## src/core/tacf_pkg.sv

```systemverilog
// Purpose: Shared constants and types for the touch converter configuration block.
// Assumes: 32-bit AHB-Lite register access, one aligned word per register.
// Notes:   Offsets of the status and command registers are local choices.
package tacf_pkg;
    localparam logic [7:0]  CFG_OFFSET      = 8'h04;
    localparam logic [7:0]  CMD_OFFSET      = 8'h00;
    localparam logic [7:0]  ACTIVE_OFFSET   = 8'h08;
    localparam int          ZALT_BIT        = 31;
    localparam int          DIFF_BIT        = 30;
    localparam int          VSAMP_LSB       = 16;
    localparam int          DMA_BIT         = 15;
    localparam int          AXIS_LSB        = 13;
    localparam logic [31:0] CFG_WRITE_MASK  = 32'hC007FFFF;
    localparam logic [31:0] CFG_RESET       = 32'h0002002C;
    localparam logic [3:0]  CMD_TOUCH       = 4'hC;
    localparam logic [2:0]  VSAMP_RESERVED  = 3'h0;
    localparam logic [2:0]  VSAMP_DEFAULT   = 3'h2;
    localparam logic [1:0]  AXIS_XY         = 2'h0;
    localparam logic [1:0]  AXIS_XYZ        = 2'h1;
    localparam logic [1:0]  AXIS_XYZZ       = 2'h2;

    typedef struct packed {
        logic       z_pair_alternate;
        logic       differential;
        logic [2:0] valid_sample_index;
        logic       dma_readout;
        logic [1:0] axis_sequence;
    } tacf_fields_t;

    function automatic logic [2:0] tacf_vsamp_clean(input logic [2:0] code);
        // Reserved code falls back to the default so the reported sample is always defined.
        tacf_vsamp_clean = (code == VSAMP_RESERVED) ? VSAMP_DEFAULT : code;
    endfunction
endpackage

```

## src/core/tacf_cfg_if.sv

```systemverilog
// Purpose: Carries captured configuration fields from the register file to the sequencer.
// Assumes: Single clock domain.
// Notes:   The register side drives, the sequencer side reads.
`timescale 1ns/100ps
`default_nettype none
interface tacf_cfg_if;
    tacf_pkg::tacf_fields_t fields;
    logic                   touch_mode;
    modport regs (output fields, output touch_mode);
    modport seq  (input fields, input touch_mode);
endinterface
`default_nettype wire

```

## src/core/tacf_top.sv

```systemverilog
// Summary of operation
// - With alternation bit 31 clear, all sets of one point use Z1/Z2.
// - With alternation set, sets of one point may alternate Z1/Z2 and Z3/Z4.
// - Drive bit 30 selects single-ended internal (0) or differential external (1).
// - In touch mode, drive bit ignored for axis sequence 10, which always runs differentially.
// - Bits 29 to 19 read zero and ignore writes.
// - Valid-sample field picks 2nd to 8th sample; 000 reserved; default 010.
// - In touch mode readout bit 15 selects processor (0) or DMA (1).
// - Axis-sequence field applies only in touch mode, command 1100.
//
// Purpose: AHB-Lite configuration register and touch sequence field capture.
// Assumes: Single transfers of whole words, zero wait states.
// Notes:   Unmapped addresses read zero, writes there are dropped; response is OKAY.
`timescale 1ns/100ps
`default_nettype none
module tacf_top
(
    input  wire logic        hclk,
    input  wire logic        hresetn,
    input  wire logic        hsel,
    input  wire logic [31:0] haddr,
    input  wire logic [1:0]  htrans,
    input  wire logic        hwrite,
    input  wire logic [2:0]  hsize,
    input  wire logic [31:0] hwdata,
    input  wire logic        hready,
    output logic [31:0]      hrdata,
    output logic             hreadyout,
    output logic             hresp,
    input  wire logic        seq_start,
    input  wire logic        seq_end,
    input  wire logic        set_done,
    output logic             plan_diff,
    output logic             plan_z34,
    output logic             plan_dma,
    output logic [1:0]       plan_axis,
    output logic [2:0]       plan_vsamp
);
    logic [31:0] cfg_q;
    logic [3:0]  cmd_q;
    logic        active_q;
    logic        wr_pend_q;
    logic [7:0]  wr_addr_q;
    logic        rd_pend;
    logic [7:0]  rd_addr;
    logic        addr_ok;
    tacf_pkg::tacf_fields_t cap_q;
    logic        touch_q;

    tacf_cfg_if cfg_bus ();

    // A transfer is taken only when selected, ready and NONSEQ or SEQ; IDLE and BUSY slots are ignored.
    assign addr_ok = hsel && hready && htrans[1];
    assign rd_pend = addr_ok && !hwrite;
    assign rd_addr = haddr[7:0];

    // Address phase of a write is held so the data phase can store hwdata.
    always_ff @(posedge hclk or negedge hresetn)
    begin
        if (!hresetn)
        begin
            wr_pend_q <= 1'b0;
            wr_addr_q <= 8'h00;
        end
        else
        begin
            wr_pend_q <= addr_ok && hwrite && hsize == 3'h2;
            wr_addr_q <= haddr[7:0];
        end
    end

    always_ff @(posedge hclk or negedge hresetn)
    begin
        if (!hresetn)
            cfg_q <= tacf_pkg::CFG_RESET;
        else if (wr_pend_q && wr_addr_q == tacf_pkg::CFG_OFFSET)
            cfg_q <= hwdata & tacf_pkg::CFG_WRITE_MASK;
    end

    // Only the command code is kept here; touch mode is decoded at capture time,
    // so a new command never alters a plan that is already running.
    always_ff @(posedge hclk or negedge hresetn)
    begin
        if (!hresetn)
            cmd_q <= 4'h0;
        else if (wr_pend_q && wr_addr_q == tacf_pkg::CMD_OFFSET)
            cmd_q <= hwdata[3:0];
    end

    // Read data is registered so it stands in the data phase right after the address phase.
    always_ff @(posedge hclk or negedge hresetn)
    begin
        if (!hresetn)
            hrdata <= 32'h00000000;
        else if (rd_pend)
            unique case (rd_addr)
                tacf_pkg::CFG_OFFSET:    hrdata <= cfg_q & tacf_pkg::CFG_WRITE_MASK;
                tacf_pkg::CMD_OFFSET:    hrdata <= {28'h0000000, cmd_q};
                tacf_pkg::ACTIVE_OFFSET: hrdata <= {31'h00000000, active_q};
                default:                 hrdata <= 32'h00000000;
            endcase
    end

    // The slave never stretches a transfer and never reports an error; the flops remain so that
    // both bus outputs come straight from registers, as every other output does.
    always_ff @(posedge hclk or negedge hresetn)
    begin
        if (!hresetn)
        begin
            hreadyout <= 1'b1;
            hresp     <= 1'b0;
        end
        else
        begin
            hreadyout <= 1'b1;
            hresp     <= 1'b0;
        end
    end

    // Sequence-active flag; start wins over end if both arrive together.
    always_ff @(posedge hclk or negedge hresetn)
    begin
        if (!hresetn)
            active_q <= 1'b0;
        else if (seq_start)
            active_q <= 1'b1;
        else if (seq_end)
            active_q <= 1'b0;
    end

    // Capture only at sequence start, so software writes cannot disturb a running sequence.
    always_ff @(posedge hclk or negedge hresetn)
    begin
        if (!hresetn)
        begin
            cap_q   <= '{1'b0, 1'b0, tacf_pkg::VSAMP_DEFAULT, 1'b0, tacf_pkg::AXIS_XY};
            touch_q <= 1'b0;
        end
        else if (seq_start)
        begin
            cap_q.z_pair_alternate   <= cfg_q[tacf_pkg::ZALT_BIT];
            cap_q.differential       <= cfg_q[tacf_pkg::DIFF_BIT];
            cap_q.valid_sample_index <= cfg_q[tacf_pkg::VSAMP_LSB +: 3];
            cap_q.dma_readout        <= cfg_q[tacf_pkg::DMA_BIT];
            cap_q.axis_sequence      <= cfg_q[tacf_pkg::AXIS_LSB +: 2];
            touch_q                  <= cmd_q == tacf_pkg::CMD_TOUCH;
        end
    end

    assign cfg_bus.fields     = cap_q;
    assign cfg_bus.touch_mode = touch_q;

    tacf_seq u_seq
    (
        .hclk         (hclk),
        .hresetn      (hresetn),
        .cfg          (cfg_bus),
        .set_done     (set_done),
        .point_start  (seq_start),
        .plan_diff_q  (plan_diff),
        .plan_z34_q   (plan_z34),
        .plan_dma_q   (plan_dma),
        .plan_axis_q  (plan_axis),
        .plan_vsamp_q (plan_vsamp)
    );
endmodule
`default_nettype wire

```

## src/core/tacf_seq.sv

```systemverilog
// Purpose: Decides the measurement plan for one touch point from the captured fields.
// Assumes: Fields are stable while a sequence runs.
// Notes:   Z pair alternation toggles between repeated sets of the same point.
`timescale 1ns/100ps
`default_nettype none
module tacf_seq
(
    input  wire logic          hclk,
    input  wire logic          hresetn,
    tacf_cfg_if.seq            cfg,
    input  wire logic          set_done,
    input  wire logic          point_start,
    output logic               plan_diff_q,
    output logic               plan_z34_q,
    output logic               plan_dma_q,
    output logic [1:0]         plan_axis_q,
    output logic [2:0]         plan_vsamp_q
);
    // Differential drive choice, forced for the four measurement sequence.
    // Outside touch mode the axis field has no effect, so it must not force the drive choice either.
    always_ff @(posedge hclk or negedge hresetn)
    begin
        if (!hresetn)
            plan_diff_q <= 1'b0;
        else if (cfg.touch_mode && cfg.fields.axis_sequence == tacf_pkg::AXIS_XYZZ)
            plan_diff_q <= 1'b1;
        else
            plan_diff_q <= cfg.fields.differential;
    end

    // Z pair selection: fixed Z1/Z2 unless alternation is enabled.
    always_ff @(posedge hclk or negedge hresetn)
    begin
        if (!hresetn)
            plan_z34_q <= 1'b0;
        else if (!cfg.fields.z_pair_alternate || point_start)
            plan_z34_q <= 1'b0;
        else if (set_done)
            plan_z34_q <= ~plan_z34_q;
    end

    always_ff @(posedge hclk or negedge hresetn)
    begin
        if (!hresetn)
        begin
            plan_dma_q   <= 1'b0;
            plan_axis_q  <= tacf_pkg::AXIS_XY;
            plan_vsamp_q <= tacf_pkg::VSAMP_DEFAULT;
        end
        else
        begin
            plan_dma_q   <= cfg.touch_mode & cfg.fields.dma_readout;
            plan_axis_q  <= cfg.touch_mode ? cfg.fields.axis_sequence : tacf_pkg::AXIS_XY;
            plan_vsamp_q <= tacf_pkg::tacf_vsamp_clean(cfg.fields.valid_sample_index);
        end
    end
endmodule
`default_nettype wire

```

## config.mk

```make
export PLATFORM = sky130hd
export DESIGN_NAME = tacf_top
export DESIGN_NICKNAME = d
export VERILOG_FILES = /design/src/core/tacf_pkg.sv /design/src/core/tacf_cfg_if.sv /design/src/core/tacf_top.sv /design/src/core/tacf_seq.sv
export SDC_FILE = /design/constraint.sdc
export NUM_CORES = 1
export LEC_CHECK = 0
export CORE_MARGIN = 5
export CORE_UTILIZATION = 60
export CTS_CLUSTER_SIZE = 12
export DETAILED_ROUTE_END_ITERATION = 10
export DONT_BUFFER_PORTS = 1
export PLACE_DENSITY = 0.84
export SYNTH_ARGS = -nofsm -noshare
export SYNTH_HDL_FRONTEND = slang
export SYNTH_SLANG_ARGS = --single-unit
```

## constraint.sdc

```tcl
create_clock -name hclk -period 4.38 [get_ports hclk]
set_input_delay 0.438 -clock hclk [delete_from_list [all_inputs] [get_ports hclk]]
set_output_delay 0.438 -clock hclk [all_outputs]
set_load 0.01 [all_outputs]
```

; ---- Word-level counts from Yosys, hierarchy flattened
; Cells that the tools add are included.
[totals]
out_inout_bits = 42
word_cells = 49
inputBits = 77
regBits = 84
[op_classes]
reduce_logical = 16
mux = 8
eq_ne = 6
bitwise_logic = 2
[ops]
columns = op, count
row1 = $pmux 32 s3, 1
row2 = $eq 8x3->1 const B, 2
row3 = $logic_not 8->1, 2
row4 = $eq 8x4->1 const B, 1
row5 = $logic_and 1x1->1, 8
row6 = $mux 1, 5
row7 = $eq 4x4->1 const B, 1
row8 = $reduce_bool 2->1, 2
row9 = $eq 3x2->1 const B, 1
row10 = $logic_not 3->1, 1
row11 = $mux 3, 1
row12 = $eq 2x2->1 const B, 1
row13 = $logic_not 1->1, 2
row14 = $mux 2, 1
row15 = $and 1x1->1, 1
row16 = $logic_or 1x1->1, 1
row17 = $not 1->1, 1

; ---- Depth between registers and ports, before layout
[depth]
ltp_word = 4
depth_mapped = 5
depth_no_buf = 3

; ---- Hierarchy
; Synthesis repeated with hierarchy kept, for this count alone.
[hier_totals]
cells_unflattened = 223
area_unflattened_um2 = 3007.9
[by_module_without_submodules]
columns = mod, seq_area_each_um2, cells_per_inst, area_per_inst_um2, n_inst
row1 = tacf_top, 1632.8, 205, 2737.6, 1
row2 = tacf_seq, 201.4, 18, 270.3, 1

; ---- Worst setup path after synthesis
; No wires, ideal clock.
[synth_timing]
path_type = register to register
start = register wr_addr_q[4]
end = register cfg_q[0]
stages_incl_launch_ff = 5
setup_time_ns = 0.125
slack_ns = 2.996
arrival_ns = 1.259
synth_period_minus_slack_ns = 1.384
t_required_ns = 4.255
n_path_buf = 1
path_cell_list = dfrtp_1 nor4b_4 nand3_2 buf_6 mux2_4
[synth_via]
elab_chain_cells = 2
[synth_lines]
columns = item, line_no
row1 = "start, declared", tacf_top.sv:43  ; logic [7:0] wr_addr_q;
row2 = "start signal, assigned", tacf_top.sv:68  ; wr_addr_q <= haddr[7:0];
row3 = $eq 8x3->1, tacf_top.sv:76  ; else if (wr_pend_q && wr_addr_q == tacf_pkg::CFG_OFFSET)
row4 = $logic_and 1x1->1, tacf_top.sv:76
row5 = "end signal, assigned", tacf_top.sv:75  ; cfg_q <= tacf_pkg::CFG_RESET;
row6 = "end signal, assigned", tacf_top.sv:77  ; cfg_q <= hwdata & tacf_pkg::CFG_WRITE_MASK;
row7 = "end, declared", tacf_top.sv:39  ; logic [31:0] cfg_q;
; No other way between the ends.
; A chain may end at the register's enable or synchronous reset.

; ---- Worst setup path in the final report
[layout_timing]
start = register wr_addr_q[4]
end = register cfg_q[10]
; Same word-level chain as after synthesis.

==> flow_summary.yaml <==
sta:
  grt_setup_unrepaired: "false"
  finalSetupTns_ps: 0
  period_needed_ps: 2070
  hold_slack_ps: 125
  clock-skew-final_ps: 10.4
  setup_viol: 0
  fmax_achieved_mhz: 483
  relSlewSlack: 0.280
  hold_viol: 0
  final.period_utilization: 0.473
  final-max-slew-violation-count: 0
  tightest_slew_ps: 1070
place:
  dp_hpwl_um: 3680
  placed_area_um2: 2960
  gpl.final_weighted_congestion: 0.715
  io_buffer_count: 0
cells_and_area:
  flow.area_growth_from_synthesis_pct: 6.73
  fin_util: 0.668
  post_route_cells_drive_above_1_share: 0.251
  layout.nets: 303
  leading_cell_types_in_the_layout_fill_and_taps_excluded: "67 x sky130_fd_sc_hd__dfrtp_1, 41 x sky130_fd_sc_hd__nand2_1, 20 x sky130_fd_sc_hd__mux2_4"
  mostFrequentLayoutCell: "sky130_fd_sc_hd__dfrtp_1"
  design_area_um2: 3200
critical_path:
  worst-endpoint-arrival_ps: 2280
  worstPathRequired_ps: 4590
  critical_path.startpoint_type: "flip-flop"
  endpoint_kind: "flip-flop"
  cp_max_fo: 21
  path_class: "reg -> reg"
  r2r.worst_path.cells: 3
grt:
  grt_pass1_vias: 1730
  pin_count_of_the_biggest_net_entering_global_routing: 74
  grt_pass1_wl_um: 8780
  grt_antenna_before_repair: 0
  grt-ovfl-total: 0
  grt.total_usage: 0.184
detailed_routing:
  detailedRoute.firstPassIterationCount: 3
  routed_vias_inst: 5.28
  ant_nets: 0
  detail_route.drc_violations: 0
  detail_route.iter0.violations: 60
  routed-via-count: 1579
  totalWireLength_um: 5460
  route.detailed.wl_per_inst_um: 18.3
die:
  core_area_um2: 4790
  initial_utilization: 0.626
  floorplan.io_pins: 119
  floorplan.die.width_um: 80.6
  fp.dieArea_um2: 6500
  die_h_um: 80.6
  fp-row-count: 25
clock_tree:
  clock_insertion_delay_worst_skew_ps: 340
  cts_resized: 0
  root_buffer: "sky130_fd_sc_hd__clkbuf_8"
  cts_setup_buffers: 0
  htree_levels: 3
  total_cts_buffers: 9
  clockBufferDepth: 2
  clkTransAtPathRegs_ps: 80
  tritoncts: "done"
  clock-sinks: 73
  postCtsHoldBufs: 2
synth:
  ys_seq_area_frac: 0.613
  yosys_most_used_dff: "sky130_fd_sc_hd__dfrtp_1"
  synth_top_cell_area_share: 0.560
  synth_area_leaders: "sky130_fd_sc_hd__dfrtp_1 56%, sky130_fd_sc_hd__mux2_4 10%, sky130_fd_sc_hd__dfstp_2 5.3%"
  synth_compound_gate_area_share: 0.0518
  synth_area_um2: 2990
  synth.area.mux_share: 0.155
  synth-edff-count: 0
  synthAdderAreaFrac: 0
  yosys.cell_types.count: 36
  synth-simple-area-share: 0.118
  post-synth-top-area-cell: "sky130_fd_sc_hd__dfrtp_1"
  netlist_instances: 226
  ffs_latches_synth: 73
  avgSynthCellArea_um2: 13.2
  ys_warn_count: 0
  async_flop_share: 1.00
  dominant_combinational_cell_family_by_area_after_synthesis: "multiplexers"
  synth-xor-area-share: 0.00293
power_and_ir_drop:
  clock_power_share: 0.397
  max-vdd-ir-drop_mv: 0.303
  leakage_nw: 1.51
  power-per-cell-area_nw_per_um2: 406
  switch_pwr_uw: 301
  internal_power_uw: 998
  share_comb_of_total_power: 0.047
  p_sw_frac: 0.232
  power_mw: 1.30
  pwr-share-seq: 0.556
min_path:
  worstHoldPathType: "in -> reg"
  holdPathStages: 0
outcome:
  status: "finished clean"
run:
  max_cap_viol_count: 0
## stage by stage
stage,cells,setup slack (ps)
after global placement,280,2330
after detailed placement,280,2300
after global routing,298,2190
after floorplan,237,3000
after CTS,298,2280
final,299,2310
## cell usage after synthesis (4+ instances only)
| master | count |
|---|---|
| sky130_fd_sc_hd__mux2_4 | 20 |
| sky130_fd_sc_hd__dfstp_2 | 6 |
| sky130_fd_sc_hd__o21ai_0 | 19 |
| sky130_fd_sc_hd__clkbuf_1 | 4 |
| sky130_fd_sc_hd__dfrtp_1 | 67 |
| sky130_fd_sc_hd__nor2_1 | 4 |
| sky130_fd_sc_hd__buf_4 | 13 |
| sky130_fd_sc_hd__mux2i_1 | 4 |
| sky130_fd_sc_hd__mux2_2 | 11 |
| sky130_fd_sc_hd__nand2_1 | 41 |
## metal layers
| layer | global-route usage | part of all wire | up-vias |
|---|---|---|---|
| li1 | - | - | 738 |
| met5 | 0 | 0 | - |
| met2 | 0.308 | 0.51 | 50 |
| met3 | 0.0594 | 0.072 | 12 |
| met4 | 0.0861 | 0.019 | 0 |
| met1 | 0.214 | 0.40 | 779 |
## state kept, by name, indices dropped and copies added (netlist names), 2 cells and up
| register | cells |
|---|---|
| cfg_q | 21 |
| cap_q | 8 |
| u_seq.plan_vsamp_q | 3 |
| u_seq.plan_axis_q | 2 |
| wr_addr_q | 8 |
| hrdata | 21 |
| cmd_q | 4 |
## layout make-up
class,count,area (um2)
timing repair buffer,2,37.5
antenna,1,2.50
inverter,3,11.3
clock inverter,6,67.6
sequential,73,1830
multi-input combinational,137,1030
tap,67,83.8
fill,357,1590
clock buffer,10,128
## worst paths after layout
check	start	endpoint	slack, ps
worst max-delay path	wr_addr_q[4]	cfg_q[10]	2310
worst min-delay path	haddr[5]	wr_addr_q[5]	120
worst max register to register	wr_addr_q[4]	cfg_q[10]	2310
worst min register to register	cap_q[3]	u_seq.plan_vsamp_q[0]	410
max in group asynchronous	hresetn	cfg_q[3]	3390
min in group asynchronous	hresetn	hrdata[14]	650
## cell families (layout without fill, tap and decap cells)
kind of cell / count (synthesis) / count (layout)
AO/OA/AOI/OAI: 27 / 27
XOR/XNOR: 1 / 1
buffers and inverters: 27 / 21
flip-flops: 73 / 73
multiplexers: 35 / 35
other: 2 / 14
AND/OR/NAND/NOR: 61 / 61
## critical path, cell delays in order (launching register included)
cell and delay, ps:
sky130_fd_sc_hd__dfrtp_1 400, sky130_fd_sc_hd__nor4b_4 310, sky130_fd_sc_hd__nand3_2 680, sky130_fd_sc_hd__mux2_4 550
## power by group through the flow
stage,Clock (mW),Sequential (mW),Combinational [mW]
final,0.516,0.722,0.0604
after global routing,0.556,0.725,0.0684
after CTS,0.525,0.722,0.0617
after detailed placement,0,0.736,0.0441
after global placement,0,0.734,0.0426
after floorplan,0,0.730,0.0523
No activity file was read; power rests on OpenSTA's default activity.
